==> src/shared/sad_pkg.sv <==
// Package of constants and types for the servo alarm detector
package sad_pkg;

    // ****************************************
    // APB register map
    // ****************************************
    localparam logic [7:0] ADDR_STATUS   = 8'h00;
    localparam logic [7:0] ADDR_CLEAR    = 8'h04;
    localparam logic [7:0] ADDR_ENABLE   = 8'h08;
    localparam logic [7:0] ADDR_ACTIVE   = 8'h0C;
    localparam logic [7:0] ADDR_OVFLVL   = 8'h10;
    localparam logic [7:0] ADDR_SOFFTHR  = 8'h14;
    localparam logic [7:0] ADDR_SPDLIM   = 8'h18;
    localparam logic [7:0] ADDR_CYCMIN   = 8'h1C;
    localparam logic [7:0] ADDR_CYCMAX   = 8'h20;
    localparam logic [7:0] ADDR_RESET    = 8'h24;
    localparam logic [7:0] ADDR_CODE     = 8'h28;

    // ****************************************
    // Alarm indices and codes
    // ****************************************
    localparam int NUM_ALM = 12;
    localparam int I_C92 = 0;
    localparam int I_CA0 = 1;
    localparam int I_CB0 = 2;
    localparam int I_CC0 = 3;
    localparam int I_D00 = 4;
    localparam int I_D01 = 5;
    localparam int I_D02 = 6;
    localparam int I_E40 = 7;
    localparam int I_E60 = 8;
    localparam int I_E61 = 9;
    localparam int I_ED1 = 10;
    localparam int I_F50 = 11;

    localparam logic [11:0] CODE_NONE = 12'h000;
    localparam logic [11:0] CODE_TAB [NUM_ALM] = '{
        12'hC92, 12'hCA0, 12'hCB0, 12'hCC0, 12'hD00, 12'hD01,
        12'hD02, 12'hE40, 12'hE60, 12'hE61, 12'hED1, 12'hF50};
    // Stop group two bits; the rest stop with group one
    localparam logic [11:0] GROUP_TWO_MASK = 12'h0_7C0;
    // Resettable alarms; encoder faults are latched until power cycle
    localparam logic [11:0] RESETTABLE_MASK = 12'h0_FF0;

    // ****************************************
    // Reset values and timing
    // ****************************************
    localparam logic [31:0] OVFLVL_RST  = 32'h0000_1000;
    localparam logic [31:0] SOFFTHR_RST = 32'h0000_0800;
    localparam logic [31:0] SPDLIM_RST  = 32'h0000_0100;
    localparam logic [31:0] CYCMIN_RST  = 32'h0000_0064;
    localparam logic [31:0] CYCMAX_RST  = 32'h0000_2710;
    localparam logic [3:0]  RXERR_LIMIT = 4'h2;
    localparam int          F50_TIME_US = 10;
    localparam int          CLK_MHZ     = 100;
    localparam logic [15:0] F50_CYCLES  = 16'(F50_TIME_US * CLK_MHZ);

    typedef struct packed {
        logic       encTimerFault;
        logic       encParamBad;
        logic       encEchoMismatch;
        logic       multiturnMismatch;
        logic       busRxError;
        logic       busCycleTick;
        logic       cmdTimeout;
        logic       motorMoved;
        logic       motorPowered;
        logic       driveReady;
    } sad_evt_s;

endpackage : sad_pkg

==> src/verilog/sad_cycle_check.sv <==
// Fieldbus cycle interval measurement and jitter check
`timescale 1ns/1ps
module sad_cycle_check
    import sad_pkg::*;
(
    input  wire logic        clk,
    input  wire logic        rst_n,
    input  wire logic        tick,
    output logic             jitter,
    output logic [31:0]      period
);
    typedef struct packed {
        logic [31:0] cnt;
        logic [31:0] last;
        logic        seen;
        logic        jit;
    } sad_cyc_s;

    sad_cyc_s st_q, st_d;

    always_comb begin
        st_d = st_q;
        st_d.jit = 1'b0;
        st_d.cnt = st_q.cnt + 32'h0000_0001;
        if (tick) begin
            // Two ticks establish a reference interval first
            if (st_q.seen && st_q.last != 32'h0000_0000
                && st_q.cnt != st_q.last) begin
                st_d.jit = 1'b1;
            end
            st_d.last = st_q.seen ? st_q.cnt : 32'h0000_0000;
            st_d.seen = 1'b1;
            st_d.cnt  = 32'h0000_0001;
        end
    end

    always_ff @(posedge clk) begin
        if (!rst_n) begin
            st_q <= '0;
        end else begin
            st_q <= st_d;
        end
    end

    assign jitter = st_q.jit;
    assign period = st_q.last;
endmodule : sad_cycle_check

==> src/verilog/sad_alarm_unit.sv <==
// Servo alarm detector top with APB register file
//
// The address map and the APB register port were left to the implementer.
`timescale 1ns/1ps
// What this block does
// - Encoder timer fault raises C92, group one, not resettable.
// - Invalid encoder parameters raise CA0, group one, not resettable.
// - Encoder echo mismatch raises Cb0, group one, not resettable.
// - Multiturn limit mismatch raises CC0, group one, not resettable.
// - Error above overflow level while powered raises d00, group one.
// - Power-on with error above servo-off threshold raises d01.
// - Power-on with error caps speed; overflow while capped raises d02.
// - Transmission cycle out of range raises E40, group two.
// - Repeated consecutive reception errors raise E60, group two.
// - Varying transmission cycle interval raises E61, group two.
// - Command timeout raises Ed1, group two, resettable.
// - Servo-on accepted but motor idle or unpowered raises F50.
// - Any active alarm drives the alarm output high.
module sad_alarm_unit
    import sad_pkg::*;
(
    input  wire logic        clk,
    input  wire logic        rst_n,
    input  wire logic        psel,
    input  wire logic        penable,
    input  wire logic        pwrite,
    input  wire logic [7:0]  paddr,
    input  wire logic [31:0] pwdata,
    output logic [31:0]      prdata,
    output logic             pready,
    output logic             pslverr,
    input  wire sad_evt_s    evt,
    input  wire logic        motorPowerOnCommand,
    input  wire logic [31:0] positionError,
    output logic             alarmOutput,
    output logic             stopGroupOne,
    output logic             stopGroupTwo,
    output logic             speedCapActive,
    output logic [31:0]      speedLimit,
    output logic             irq
);
    // ****************************************
    // State
    // ****************************************
    typedef enum logic [1:0] {PW_OFF, PW_CAPPED, PW_ON} sad_pwr_e;

    typedef struct packed {
        logic [11:0] active;
        logic [11:0] status;
        logic [11:0] enable;
        logic [31:0] ovfLevel;
        logic [31:0] soffThr;
        logic [31:0] spdLim;
        logic [31:0] cycMin;
        logic [31:0] cycMax;
        logic [3:0]  rxErrCnt;
        logic [15:0] f50Cnt;
        logic        powerPrev;
        sad_pwr_e    pwr;
        logic [31:0] rdata;
        logic [11:0] code;
    } sad_state_s;

    sad_state_s st_q, st_d;
    logic        cycJitter;
    logic [31:0] cycPeriod;
    logic        wrEn;
    logic        rdEn;
    logic [11:0] raise;

    sad_cycle_check uCycle (
        .clk    (clk),
        .rst_n  (rst_n),
        .tick   (evt.busCycleTick),
        .jitter (cycJitter),
        .period (cycPeriod)
    );

    function automatic logic [11:0] firstCode(input logic [11:0] act);
        logic [11:0] c;
        c = CODE_NONE;
        for (int i = NUM_ALM - 1; i >= 0; i--) begin
            if (act[i]) begin
                c = CODE_TAB[i];
            end
        end
        return c;
    endfunction : firstCode

    function automatic logic mapped(input logic [7:0] a);
        return a <= ADDR_CODE && a[1:0] == 2'b00;
    endfunction : mapped

    assign wrEn = psel && penable && pwrite && mapped(paddr);
    assign rdEn = psel && !penable && !pwrite;

    // ****************************************
    // Detection and registers
    // ****************************************
    always_comb begin
        st_d = st_q;
        raise = '0;
        raise[I_C92] = evt.encTimerFault;
        raise[I_CA0] = evt.encParamBad;
        raise[I_CB0] = evt.encEchoMismatch;
        raise[I_CC0] = evt.multiturnMismatch;
        raise[I_D00] = st_q.pwr == PW_ON
                       && positionError > st_q.ovfLevel;
        raise[I_D01] = motorPowerOnCommand && !st_q.powerPrev
                       && positionError > st_q.soffThr;
        raise[I_D02] = st_q.pwr == PW_CAPPED
                       && positionError > st_q.ovfLevel;
        raise[I_E40] = cycPeriod != 32'h0000_0000
                       && (cycPeriod < st_q.cycMin
                           || cycPeriod > st_q.cycMax);
        raise[I_E60] = evt.busRxError
                       && st_q.rxErrCnt >= RXERR_LIMIT;
        raise[I_E61] = cycJitter;
        raise[I_ED1] = evt.cmdTimeout;
        raise[I_F50] = st_q.f50Cnt >= F50_CYCLES;

        // Consecutive reception errors; any clean frame restarts count
        if (evt.busCycleTick && !evt.busRxError) begin
            st_d.rxErrCnt = 4'h0;
        end else if (evt.busRxError && st_q.rxErrCnt != 4'hF) begin
            st_d.rxErrCnt = st_q.rxErrCnt + 4'h1;
        end

        // Power sequencing with residual error speed cap
        st_d.powerPrev = motorPowerOnCommand;
        case (st_q.pwr)
            PW_OFF: begin
                if (motorPowerOnCommand) begin
                    st_d.pwr = positionError != 32'h0000_0000
                               ? PW_CAPPED : PW_ON;
                end
            end
            PW_CAPPED: begin
                if (!motorPowerOnCommand) begin
                    st_d.pwr = PW_OFF;
                end else if (positionError == 32'h0000_0000) begin
                    st_d.pwr = PW_ON;
                end
            end
            PW_ON: begin
                if (!motorPowerOnCommand) begin
                    st_d.pwr = PW_OFF;
                end
            end
            default: st_d.pwr = PW_OFF;
        endcase

        // Servo-on accepted with drive ready but no motion or no power
        if (st_q.pwr != PW_OFF && evt.driveReady
            && !(evt.motorMoved && evt.motorPowered)) begin
            if (st_q.f50Cnt != F50_CYCLES) begin
                st_d.f50Cnt = st_q.f50Cnt + 16'h0001;
            end
        end else begin
            st_d.f50Cnt = 16'h0000;
        end

        // Register writes; hardware set wins over software clear
        if (wrEn) begin
            case (paddr)
                ADDR_CLEAR:   st_d.status = st_q.status & ~pwdata[11:0];
                ADDR_ENABLE:  st_d.enable = pwdata[11:0];
                ADDR_OVFLVL:  st_d.ovfLevel = pwdata;
                ADDR_SOFFTHR: st_d.soffThr = pwdata;
                ADDR_SPDLIM:  st_d.spdLim = pwdata;
                ADDR_CYCMIN:  st_d.cycMin = pwdata;
                ADDR_CYCMAX:  st_d.cycMax = pwdata;
                ADDR_RESET: begin
                    // Non-resettable alarms stay; empty reset is a no-op
                    st_d.active = st_q.active
                        & ~(pwdata[11:0] & RESETTABLE_MASK);
                end
                default: st_d.rdata = st_q.rdata;
            endcase
        end
        st_d.status = st_d.status | raise;
        st_d.active = st_d.active | raise;
        st_d.code = firstCode(st_d.active);

        if (rdEn) begin
            case (paddr)
                ADDR_STATUS:  st_d.rdata = {20'h0_0000, st_q.status};
                ADDR_ENABLE:  st_d.rdata = {20'h0_0000, st_q.enable};
                ADDR_ACTIVE:  st_d.rdata = {20'h0_0000, st_q.active};
                ADDR_OVFLVL:  st_d.rdata = st_q.ovfLevel;
                ADDR_SOFFTHR: st_d.rdata = st_q.soffThr;
                ADDR_SPDLIM:  st_d.rdata = st_q.spdLim;
                ADDR_CYCMIN:  st_d.rdata = st_q.cycMin;
                ADDR_CYCMAX:  st_d.rdata = st_q.cycMax;
                ADDR_CODE:    st_d.rdata = {20'h0_0000, st_q.code};
                default:      st_d.rdata = 32'h0000_0000;
            endcase
        end
    end

    always_ff @(posedge clk) begin
        if (!rst_n) begin
            st_q          <= '0;
            st_q.ovfLevel <= OVFLVL_RST;
            st_q.soffThr  <= SOFFTHR_RST;
            st_q.spdLim   <= SPDLIM_RST;
            st_q.cycMin   <= CYCMIN_RST;
            st_q.cycMax   <= CYCMAX_RST;
            st_q.pwr      <= PW_OFF;
        end else begin
            st_q <= st_d;
        end
    end

    // ****************************************
    // Outputs
    // ****************************************
    assign prdata  = st_q.rdata;
    assign pready  = 1'b1;
    assign pslverr = psel && penable && !mapped(paddr);
    assign alarmOutput  = |st_q.active;
    assign stopGroupTwo = |(st_q.active & GROUP_TWO_MASK);
    assign stopGroupOne = |(st_q.active & ~GROUP_TWO_MASK);
    assign speedCapActive = st_q.pwr == PW_CAPPED;
    assign speedLimit   = st_q.spdLim;
    assign irq = |(st_q.status & st_q.enable);

    // ****************************************
    // Assertions
    // ****************************************
    property p_enc_latch;
        @(posedge clk) disable iff (!rst_n)
        evt.encTimerFault |=> st_q.active[I_C92] [*3];
    endproperty
    a_enc_latch: assert property (p_enc_latch)
        else $error("C92 not latched");

    property p_param;
        @(posedge clk) disable iff (!rst_n)
        evt.encParamBad |=> st_q.code != CODE_NONE && stopGroupOne;
    endproperty
    a_param: assert property (p_param)
        else $error("CA0 without stop");

    property p_echo;
        @(posedge clk) disable iff (!rst_n)
        st_q.active[I_CB0] |=> st_q.active[I_CB0];
    endproperty
    a_echo: assert property (p_echo)
        else $error("Cb0 was reset");

    property p_mturn;
        @(posedge clk) disable iff (!rst_n)
        evt.multiturnMismatch |=> st_q.active[I_CC0] && alarmOutput;
    endproperty
    a_mturn: assert property (p_mturn)
        else $error("CC0 missed");

    property p_ovf;
        @(posedge clk) disable iff (!rst_n)
        st_q.pwr == PW_ON && positionError > st_q.ovfLevel
        |=> st_q.active[I_D00];
    endproperty
    a_ovf: assert property (p_ovf)
        else $error("d00 missed");

    property p_cap;
        @(posedge clk) disable iff (!rst_n)
        $rose(motorPowerOnCommand) && st_q.pwr == PW_OFF
        && positionError != 32'h0000_0000 |=> speedCapActive;
    endproperty
    a_cap: assert property (p_cap)
        else $error("Speed cap missing");

    property p_grp2;
        @(posedge clk) disable iff (!rst_n)
        cycJitter |=> stopGroupTwo;
    endproperty
    a_grp2: assert property (p_grp2)
        else $error("E61 not group two");

    property p_idle;
        @(posedge clk) disable iff (!rst_n)
        !alarmOutput |-> st_q.code == CODE_NONE && !stopGroupOne
                         && !stopGroupTwo;
    endproperty
    a_idle: assert property (p_idle)
        else $error("Stop without alarm");

    property p_alm;
        @(posedge clk) disable iff (!rst_n)
        evt.cmdTimeout |=> alarmOutput;
    endproperty
    a_alm: assert property (p_alm)
        else $error("Alarm output not raised");
endmodule : sad_alarm_unit

==> config.mk <==
export PLATFORM = sky130hd
export DESIGN_NAME = sad_alarm_unit
export DESIGN_NICKNAME = d
export VERILOG_FILES = /design/src/shared/sad_pkg.sv /design/src/verilog/sad_cycle_check.sv /design/src/verilog/sad_alarm_unit.sv
export SDC_FILE = /design/constraint.sdc
export NUM_CORES = 1
export LEC_CHECK = 0
export ABC_AREA = 1
export BUFFER_PORTS_ARGS = -buffer_cell sky130_fd_sc_hd__buf_2
export CAP_MARGIN = 20
export CORE_MARGIN = 2
export CORE_UTILIZATION = 50
export CTS_CLUSTER_DIAMETER = 30
export DETAILED_ROUTE_END_ITERATION = 10
export PLACE_DENSITY_LB_ADDON = 0.08
export SYNTH_ARGS = -nofsm -noshare
export SYNTH_HDL_FRONTEND = slang
export SYNTH_SLANG_ARGS = --single-unit
==> constraint.sdc <==
create_clock -name clk -period 4.2 [get_ports clk]
set_input_delay 0.84 -clock clk [delete_from_list [all_inputs] [get_ports clk]]
set_output_delay 0.84 -clock clk [all_outputs]
set_load 0.02 [all_outputs]
=== Yosys cells after proc, flatten, opt, wreduce, memory -nomap -nowiden ===
Cells that the tools add are included.

* Add/sub/neg operators: 3
* Order comparisons: 7
* Eq/ne operators: 18
* Muxes and demuxes: 31
* Bitwise logic cells: 8
* Reduce and logical (&&, ||, !) cells: 55

{| class="wikitable"
|+ Operators by type and width
! operator !! count
|-
| $pmux 32 s9 || 1
|-
| $mux 196 || 1
|-
| $mux 32 || 6
|-
| $mux 12 || 15
|-
| $gt 32x32->1 || 3
|-
| $reduce_bool 32->1 || 2
|-
| $and 12x12->12 || 3
|-
| $reduce_or 12->1 || 3
|-
| $mux 35 || 1
|-
| $add 32x1->32 const B || 1
|-
| $eq 8x5->1 const B || 4
|-
| $logic_not 32->1 || 1
|-
| $lt 32x32->1 || 1
|-
| $ne 32x32->1 || 1
|-
| $eq 8x6->1 const B || 3
|-
| $not 12->12 || 2
|-
| $or 12x12->12 || 2
|-
| $logic_and 1x1->1 || 20
|-
| $add 16x1->16 const B || 1
|-
| $eq 8x4->1 const B || 2
|-
| $ge 16x10->1 const B || 1
|-
| $ne 16x10->1 const B || 1
|-
| $reduce_and 2->1 || 8
|-
| $mux 2 || 5
|-
| other kinds (24) || 34
|}

* Flip-flop bits (word level): 329

=== Longest topological paths before layout ===
Gate-level depths: netlist (run 1).

* Word-level depth: 17
* Gate-level depth with buffers: 22
* Depth with buffers taken out: 22

=== Cells and area by module ===
From an unflattened synthesis (run 1), not the netlist that was laid out.

* Cells, all modules: 2539
* Area total of the unflattened synthesis: 18261.3 um^2

{| class="wikitable"
|+ Modules (own cells, without submodules)
! module !! times used !! cells each !! area an instance (um^2) !! sequential area each (um^2)
|-
| sad_alarm_unit || 1 || 1986 || 14601.5 || 5205.0
|-
| sad_cycle_check || 1 || 553 || 3659.8 || 1321.3
|}

=== Least setup slack after synthesis (run 1) ===
No wires, ideal clock.

* Kind: input port to flip-flop
* Start point: in positionError[31]
* End point: reg st_q[10] in the netlist's numbering
* Library setup time: 0.128 ns
* Arrival: 2.269 ns
* Path slack: 1.804 ns
* Stages: 12
* Cell sequence: ha_1 > nand2_1 > nor2_1 > nand2_1 > nor4_1 > nand4_1 > nand3_1 > nand3_1 > nor2_2 > nand2_1 > nor2_1 > nor2_1

* Word-level cells in the longest chain between the ends: 10
* Elaborated cells on any way between the ends: 13
* Those cells by class: 2 x order compare; 7 x mux; 1 x bitwise; 3 x reduce/logical

{| class="wikitable"
|+ RTL lines
! item !! RTL line !! text
|-
| start: declaration || sad_alarm_unit.sv:34 || <nowiki>input wire logic [31:0] positionError,</nowiki>
|-
| $gt 32x32->1 || sad_alarm_unit.sv:108, sad_alarm_unit.sv:112 ||
|-
| $logic_and 1x1->1 || sad_alarm_unit.sv:112 || <nowiki>&& positionError > st_q.ovfLevel;</nowiki>
|-
| $or 12x12->12 * || sad_alarm_unit.sv:182 || <nowiki>st_d.active = st_d.active | raise;</nowiki>
|-
| $mux 12 (2 in a row) || sad_alarm_unit.sv:83 || <nowiki>if (act[i]) begin</nowiki>
|-
| $mux 12 * (5 in a row) || sad_alarm_unit.sv:83 ||
|-
| end signal: assignment || sad_alarm_unit.sv:211 || <nowiki>st_q <= st_d;</nowiki>
|-
| end: declaration || sad_alarm_unit.sv:64 || <nowiki>sad_state_s st_q, st_d;</nowiki>
|}

Mark *: on every way between the ends. The rest lies on a longest branch, timed or not.
A chain may end at the register's enable or synchronous reset.

=== Final worst setup path (run 1) ===
* Start point: in paddr[7]
* End point: reg st_q[10] in the netlist's numbering

* Word-level cells in the longest chain between the ends: 17
* Elaborated cells on any way between the ends: 19
* Those cells by class: 1 x order compare; 1 x eq/ne; 14 x mux; 1 x bitwise; 2 x reduce/logical

{| class="wikitable"
|+ RTL lines
! item !! RTL line !! text
|-
| start: declaration || sad_alarm_unit.sv:27 || <nowiki>input wire logic [7:0] paddr,</nowiki>
|-
| $le 8x6->1 || sad_alarm_unit.sv:91 || <nowiki>return a <= ADDR_CODE && a[1:0] == 2'b00;</nowiki>
|-
| $logic_and 1x1->1 || sad_alarm_unit.sv:91 ||
|-
| $logic_and 1x1->1 || sad_alarm_unit.sv:94 || <nowiki>assign wrEn = psel && penable && pwrite && mapped(paddr);</nowiki>
|-
| $mux 196 * || sad_alarm_unit.sv:164 || <nowiki>if (wrEn) begin</nowiki>
|-
| $or 12x12->12 * || sad_alarm_unit.sv:182 ||
|-
| $mux 12 (11 in a row) || sad_alarm_unit.sv:83 ||
|-
| $mux 12 * || sad_alarm_unit.sv:83 ||
|}

Marked as above.

==> impl_metrics.env, run 1 <==
export IMPL_seq_power_share=0.328
export IMPL_ys_seq_elements=326
export IMPL_numPortBuffers=157
export IMPL_post_synth_cell_area_avg_um2=7.36
export IMPL_finalCritPeriodShare=0.716
export IMPL_multi_input_comb_area_um2=8580
export IMPL_critical_path_peak_fanout=14
export IMPL_grt_total_usage=0.296
export IMPL_routed_wirelength_mm=53.9
export IMPL_clock_latency_ns=0.59
export IMPL_worst_r2r_endpoint="st_q[10]"
export IMPL_drtPass1Iterations=5
export IMPL_crit_type="in -> reg"
export IMPL_syn_num_nets=2552
export IMPL_holdCritPathClass="reg -> reg"
export IMPL_clockPowerShare=0.631
export IMPL_hp_start="prdata[2]"
export IMPL_grt_pass1_wl_mm=83.4
export IMPL_placed_cell_area_um2=17800
export IMPL_fmax_ghz=0.333
export IMPL_cp_arrival_ns=3.42
export IMPL_finClkSkew_ns=0.0234
export IMPL_syn_to_final_growth_pct=19.2
export IMPL_postCtsHoldBufs=0
export IMPL_ys_flop_type="dfxtp_1"
export IMPL_cts_root_buf="clkbuf_16"
export IMPL_diodes=0
export IMPL_ir_drop_uv=361
export IMPL_tritoncts="yes"
export IMPL_netSwitchingPower_mw=2.13
export IMPL_cp_start_kind="input pin"
export IMPL_cts_made_buffers=76
export IMPL_num_fill_cells=3113
export IMPL_finalSetupTns_ns=0
export IMPL_start_util=0.510
export IMPL_htreeDepth=3
export IMPL_rsz0062_at_grt="no"
export IMPL_cts_sinks=326
export IMPL_async_flop_share=0
export IMPL_finalSetupViolations=0
export IMPL_hold_slack_ns=0.460
export IMPL_timing_final_ws_setup_ns=1.19
export IMPL_synth_warnings=0
export IMPL_syn_inst=2332
export IMPL_slew_headroom=0.274
export IMPL_reg2regPathDepth=14
export IMPL_globalplace_congestion=0.929
export IMPL_intPower_mw=7.47
export IMPL_clockBufferDepth=3
export IMPL_grt_max_degree=120
export IMPL_die_x_um=189
export IMPL_antenna_found_initial=0
export IMPL_required_ns=4.62
export IMPL_cts_resized=0
export IMPL_power_mw=9.61
export IMPL_final_antenna_net_count=0
export IMPL_min_period_ns=3.01
export IMPL_floorplan_io_pins=159
export IMPL_cap_violations=0
export IMPL_clk_pin_slew_ns=0.04
export IMPL_synth_seq_area_share=0.380
export IMPL_vias_per_cell=5.53
export IMPL_powerDensity_nw_per_um2=469
export IMPL_wire_per_inst_um=18.3
export IMPL_drc=0
export IMPL_drive_gt1_frac=0.139
export IMPL_p_leak_nw=8.53
export IMPL_fin_area_um2=20500
export IMPL_drv_slew=0
export IMPL_dp_hpwl_mm=39.5
export IMPL_post_place_ws_ns=0.689
export IMPL_overflow=0
export IMPL_num_rows=67
export IMPL_seq_area_um2=6530
export IMPL_synth_distinct_cells=50
export IMPL_post_cts_buffers=0
export IMPL_synth_edff_count=0
export IMPL_switching_share=0.222
export IMPL_rrSetupSlack_ns=1.67
export IMPL_core_area_um2=33700
export IMPL_nets=2649
export IMPL_die_h_um=189
export IMPL_status="completed"
export IMPL_dieArea_um2=35800
export IMPL_grt_pass1_vias=15300
export IMPL_hold_end="prdata[2]"
export IMPL_finalHoldViolations=0
export IMPL_worst_pin_slew_ns=1.09
export IMPL_worstSetupEndpointType="flip-flop"
export IMPL_synthesis_area_um2=17200
export IMPL_dr_first_iter_drc_count=1491
export IMPL_pwr_share_comb=0.041
export IMPL_hold_depth=2
export IMPL_vias=16200
export IMPL_rr_startpoint="st_q[192]"
-- per-layer routing --
metal / global-route usage / up-vias / wire, um
li1: - / 8043 / -
met1: 0.414 / 7494 / 24500
met2: 0.449 / 600 / 23100
met3: 0.0688 / 97 / 4820
met4: 0.0981 / 0 / 1380
met5: 0 / - / 0
-- cell families (layout without fill, tap and decap cells) --
group / Yosys count / count (layout) / share of synthesized area
adders and majority gates: 132 / 132 / 0.0962
DFF: 326 / 326 / 0.380
other: 1 / 1 / 0.000218
buffers and inverters: 481 / 637 / 0.121
AOI/OAI and AO/OA: 712 / 712 / 0.224
and+or+nand+nor: 655 / 655 / 0.166
xor gates and xnor gates: 25 / 25 / 0.0127
-- area by class of cell --
class                   instances  area share
repair buffers                174      0.0461
flip-flops and latches        326       0.319
clock inverters                32      0.0226
multi-input cells            1525       0.419
clock buffers                 105       0.107
inverters                     326      0.0599
well taps                     448      0.0274
-- worst max path at each step --
stage | slack [ns] | to | from
3_5_place_dp | 0.69 | st_q[10] | paddr[7]
3_3_place_gp | 0.72 | st_q[10] | paddr[7]
5_1_grt | 0.88 | st_q[10] | paddr[7]
4_1_cts | 1.27 | st_q[10] | paddr[7]
2_1_floorplan | 1.80 | st_q[10] | positionError[31]
6_report | 1.19 | st_q[10] | paddr[7]
-- registers in the layout, summed over array words and instances, names as in the netlist --
name / cells
speedLimit: 32
uCycle.jitter: 1
st_q: 196
prdata: 32
uCycle.period: 32
uCycle.st_q: 33
-- Yosys cell counts, types with 2 or more instances --
| library cell | n | area [um^2] |
|---|---|---|
| dfxtp_1 | 326 | 6530 |
| a21oi_1 | 323 | 1620 |
| nand2_1 | 313 | 1170 |
| inv_1 | 305 | 1140 |
| o21ai_0 | 243 | 1220 |
| nor2_1 | 162 | 608 |
| ha_1 | 132 | 1650 |
| clkbuf_1 | 77 | 289 |
| buf_4 | 66 | 495 |
| o22ai_1 | 64 | 400 |
| nand3_1 | 60 | 300 |
| nor3_1 | 32 | 160 |
| nor4_1 | 29 | 181 |
| xor2_1 | 24 | 210 |
| nand4_1 | 22 | 138 |
| o21ai_1 | 20 | 100 |
| o221ai_1 | 18 | 158 |
| inv_2 | 16 | 60.1 |
| a221oi_1 | 14 | 123 |
| nor2_2 | 14 | 87.6 |
| o21a_1 | 9 | 67.6 |
| buf_2 | 6 | 30.0 |
| a211oi_1 | 4 | 30.0 |
| and2_1 | 4 | 25.0 |
| buf_1 | 4 | 15.0 |
| clkinv_1 | 4 | 15.0 |
| nand3_2 | 4 | 40.0 |
| nor3b_1 | 4 | 30.0 |
| a21o_1 | 3 | 22.5 |
| a21oi_2 | 3 | 26.3 |
| nor2_4 | 3 | 33.8 |
| o2111ai_1 | 3 | 26.3 |
| o31ai_1 | 3 | 22.5 |
| buf_6 | 2 | 22.5 |
-- layout by cell type, fill, tap and decap left out, types with 31 or more instances in the layout --
cell type / count
a21oi_1: 323
buf_2: 156
clkbuf_16: 78
dfxtp_1: 326
ha_1: 132
inv_1: 304
nand2_1: 313
nand3_1: 60
nor2_1: 161
nor3_1: 31
o21ai_0: 243
o22ai_1: 64
-- critical path: stages --
cell and delay (ns):
buf_2 0.10, nor2_2 0.15, inv_2 0.06, nor2_2 0.45
nand2_1 0.10, nand2_1 0.11, nand3_2 0.35, inv_2 0.37
a21oi_1 0.13, a21oi_2 0.27, nand3_1 0.15, nor2_2 0.15
nand2_1 0.06, nor2_1 0.08, nor2_1 0.04
-- per-stage QoR --
step                      instances   util
final                          2936  0.608
after global routing           2936  0.608
after CTS                      2935  0.607
after detailed placement       2798  0.528
after global placement         2797  0.528
after floorplan                2332      -
-- power groups by stage --
stage / clock [mW] / combinational (mW) / sequential [mW]
final: 6.06 / 0.397 / 3.15
after global routing: 6.27 / 0.444 / 3.15
after CTS: 6.10 / 0.391 / 3.15
after detailed placement: 0 / 0.388 / 3.20
after global placement: 0 / 0.378 / 3.20
after floorplan: 0 / 0.223 / 3.19
(Power assumes the default switching activity.)
==> inputs of run 2 (changes only) <==
ABC_AREA = 0   (was 1)
clock period = 2.8 ns   (was 4.2 ns; I/O delays follow)
==> run 2 against run 1 <==
Global-route usage grew 1.1 points. Setup slack lost 1.1 ns. Area after synthesis rose by 1.5%. Critical path type is now reg -> reg. Critical endpoint unchanged. Critical path depth fell by 5. Hold slack worse by 0.22 ns. Via count rose by 0.41%. Largest cell class unchanged. Sequential power up 50%. Highest routed layer unchanged. Flip-flop and latch count did not move.
==> impl_metrics.env, run 2 <==
export IMPL_worstSetupEndpointType="flip-flop"
export IMPL_grt_pass1_wl_mm=86.7
export IMPL_drv_slew=0
export IMPL_synth_seq_area_share=0.375
export IMPL_largest_register_ffs=196
export IMPL_intPower_mw=11.9
export IMPL_die_h_um=191
export IMPL_synth_warnings=0
export IMPL_timing_final_ws_setup_ns=0.0593
export IMPL_dr_first_iter_drc_count=1464
export IMPL_required_ns=3.25
export IMPL_synth_most_common_cell="nand2_1"
export IMPL_wire_per_inst_um=19.9
export IMPL_cap_violations=0
export IMPL_die_x_um=191
export IMPL_fin_area_um2=22500
export IMPL_synth_edff_count=0
export IMPL_final_cell_mix="nand2_1, dfxtp_1, buf_4"
export IMPL_synthSimpleGateAreaFrac=0.190
export IMPL_post_synth_cell_area_avg_um2=8.31
export IMPL_ir_drop_uv=558
export IMPL_grt_max_degree=144
export IMPL_routed_wirelength_mm=56.9
export IMPL_status="completed"
export IMPL_ys_seq_elements=326
export IMPL_finClkSkew_ns=0.0257
export IMPL_synth_top_cell_by_area="dfxtp_1"
export IMPL_post_place_ws_ns=-0.293
export IMPL_seq_power_share=0.310
export IMPL_cts_made_buffers=80
export IMPL_placed_cell_area_um2=19300
export IMPL_min_period_ns=2.74
export IMPL_dp_hpwl_mm=41.7
export IMPL_synth_xor_area_frac=0.0352
export IMPL_pwr_share_comb=0.045
export IMPL_grt_pass1_vias=15400
export IMPL_cp_arrival_ns=3.19
export IMPL_finalCritPeriodShare=0.979
export IMPL_synth_common_cells="nand2_1, dfxtp_1, inv_1"
export IMPL_finalSetupViolations=0
export IMPL_antenna_found_initial=0
export IMPL_vias_per_cell=5.71
export IMPL_synth_distinct_cells=69
export IMPL_dieArea_um2=36400
export IMPL_htreeDepth=3
export IMPL_powerDensity_nw_per_um2=680
export IMPL_core_area_um2=34500
export IMPL_worst_pin_slew_ns=0.768
export IMPL_numPortBuffers=157
export IMPL_grt_total_usage=0.306
export IMPL_synthesis_area_um2=17400
export IMPL_overflow=0
export IMPL_drc=0
export IMPL_globalplace_congestion=0.980
export IMPL_tritoncts="yes"
export IMPL_post_route_util=0.652
export IMPL_reg_top3="st_q (196), uCycle.st_q (33)"
export IMPL_ys_flop_type="dfxtp_1"
export IMPL_cts_sinks=326
export IMPL_fmax_ghz=0.365
export IMPL_netSwitchingPower_mw=3.38
export IMPL_netlist_area_leader_share=0.375
export IMPL_syn_to_final_growth_pct=29.0
export IMPL_regMostFlops="st_q"
export IMPL_synthTopCellsByArea="dfxtp_1, ha_1, nand2_1, a21boi_0, buf_4"
export IMPL_switching_share=0.221
export IMPL_holdCritPathClass="in -> reg"
export IMPL_vias=16300
export IMPL_cp_start_kind="flip-flop"
export IMPL_clock_latency_ns=0.59
export IMPL_synthAdderAreaFrac=0.0948
export IMPL_syn_inst=2098
export IMPL_drtPass1Iterations=6
export IMPL_start_util=0.506
export IMPL_final_antenna_net_count=0
export IMPL_cts_root_buf="clkbuf_16"
export IMPL_clk_pin_slew_ns=0.04
export IMPL_muxShareOfSynthArea=0.00747
export IMPL_num_rows=68
export IMPL_p_leak_nw=8.76
export IMPL_slew_headroom=0.486
export IMPL_floorplan_io_pins=159
export IMPL_synth_compound_area_share=0.213
export IMPL_critical_path_peak_fanout=4
export IMPL_finalHoldViolations=0
export IMPL_synth_top_family_by_area="compound AO/OA/AOI/OAI gates"
export IMPL_finalSetupTns_ns=0
export IMPL_syn_num_nets=2318
export IMPL_clockBufferDepth=3
export IMPL_async_flop_share=0
export IMPL_diodes=0
export IMPL_crit_type="reg -> reg"
export IMPL_clockPowerShare=0.644
export IMPL_num_fill_cells=2934
export IMPL_drive_gt1_frac=0.229
export IMPL_nets=2558
export IMPL_final_common_cell="nand2_1"
[run 2: cell types whose count changed after synthesis, moves of 46 or more]
cell / before / now
a21boi_0: 0 / 133
nor2_1: 162 / 81
nor2b_1: 0 / 46
nand2_1: 313 / 395
o22ai_1: 64 / 4
o21ai_0: 243 / 55
inv_1: 305 / 140
a21oi_1: 323 / 105
[run 2: worst max-delay path, cell delays in order (launching register included)]
cell and delay, ns:
dfxtp_2 0.34, inv_1 0.09, ha_4 0.28, nand4_1 0.09, or4_4 0.62, o21ai_4 0.20, a311oi_4 0.08, a211oi_2 0.29
o211a_1 0.25, nand2b_4 0.08, o41a_1 0.30
[run 2: through the flow]
stage / hold slack, ns / cells / total power [mW]
5_1_grt: 0.233 / 2856 / 15.7
2_1_floorplan: 0.420 / 2098 / 5.17
3_3_place_gp: 0.428 / 2706 / 5.47
6_report: 0.239 / 2856 / 15.3
3_5_place_dp: 0.437 / 2706 / 5.47
4_1_cts: 0.219 / 2851 / 15.3
[run 2: final timing paths]
check | startpoint | end | slack (ns) | depth (start not counted)
worst min register to register | uCycle.st_q[1] | uCycle.st_q[1] | 0.45 | 1
worst max register to register | st_q[180] | st_q[10] | 0.06 | 10
worst min-delay path | motorPowerOnCommand | st_q[46] | 0.24 | 2
worst max-delay path | st_q[180] | st_q[10] | 0.06 | 10
[run 2: final cells by class]
| cell class | count | area, um^2 | area share |
|---|---|---|---|
| Clock inverter | 44 | 691 | 0.0307 |
| Timing Repair Buffer | 333 | 2200 | 0.0979 |
| Clock buffer | 101 | 2190 | 0.0975 |
| Tap cell | 455 | 569 | 0.0253 |
| Sequential cell | 326 | 6560 | 0.292 |
| Inverter | 141 | 529 | 0.0235 |
| Multi-Input combinational cell | 1456 | 9730 | 0.433 |
[run 2: cells by family (layout without fill, tap and decap cells)]
group	Yosys count	in the layout
and+or+nand+nor	719	719
AOI/OAI and AO/OA	521	521
DFF	326	326
buffers and inverters	316	619
adders and majority gates	132	132
xor gates and xnor gates	70	70
muxes	13	13
other	1	1
[run 2: timing repair]
item                                    in CTS  in global routing
buffers inserted                             0                  5
resized for setup                            5                 60
hold buffers                                 0                  0
endpoints found under the setup margin       3                  9
pin swaps                                    2                 23
[run 2: routing by layer]
metal	vias to the layer above	global-route usage	part of all wire	wire length (um)
li1	7825	-	-	-
met5	-	0	0	0
met2	623	0.462	0.44	25000
met3	75	0.0659	0.081	4640
met1	7778	0.439	0.46	26300
met4	0	0.0874	0.017	961
[run 2: power by group through the flow]
stage / sequential, mW / combinational (mW) / clock [mW]
floorplan: 4.81 / 0.361 / 0
global placement: 4.82 / 0.642 / 0
detailed placement: 4.82 / 0.649 / 0
CTS: 4.74 / 0.653 / 9.92
global route: 4.74 / 0.743 / 10.2
finish: 4.74 / 0.689 / 9.85
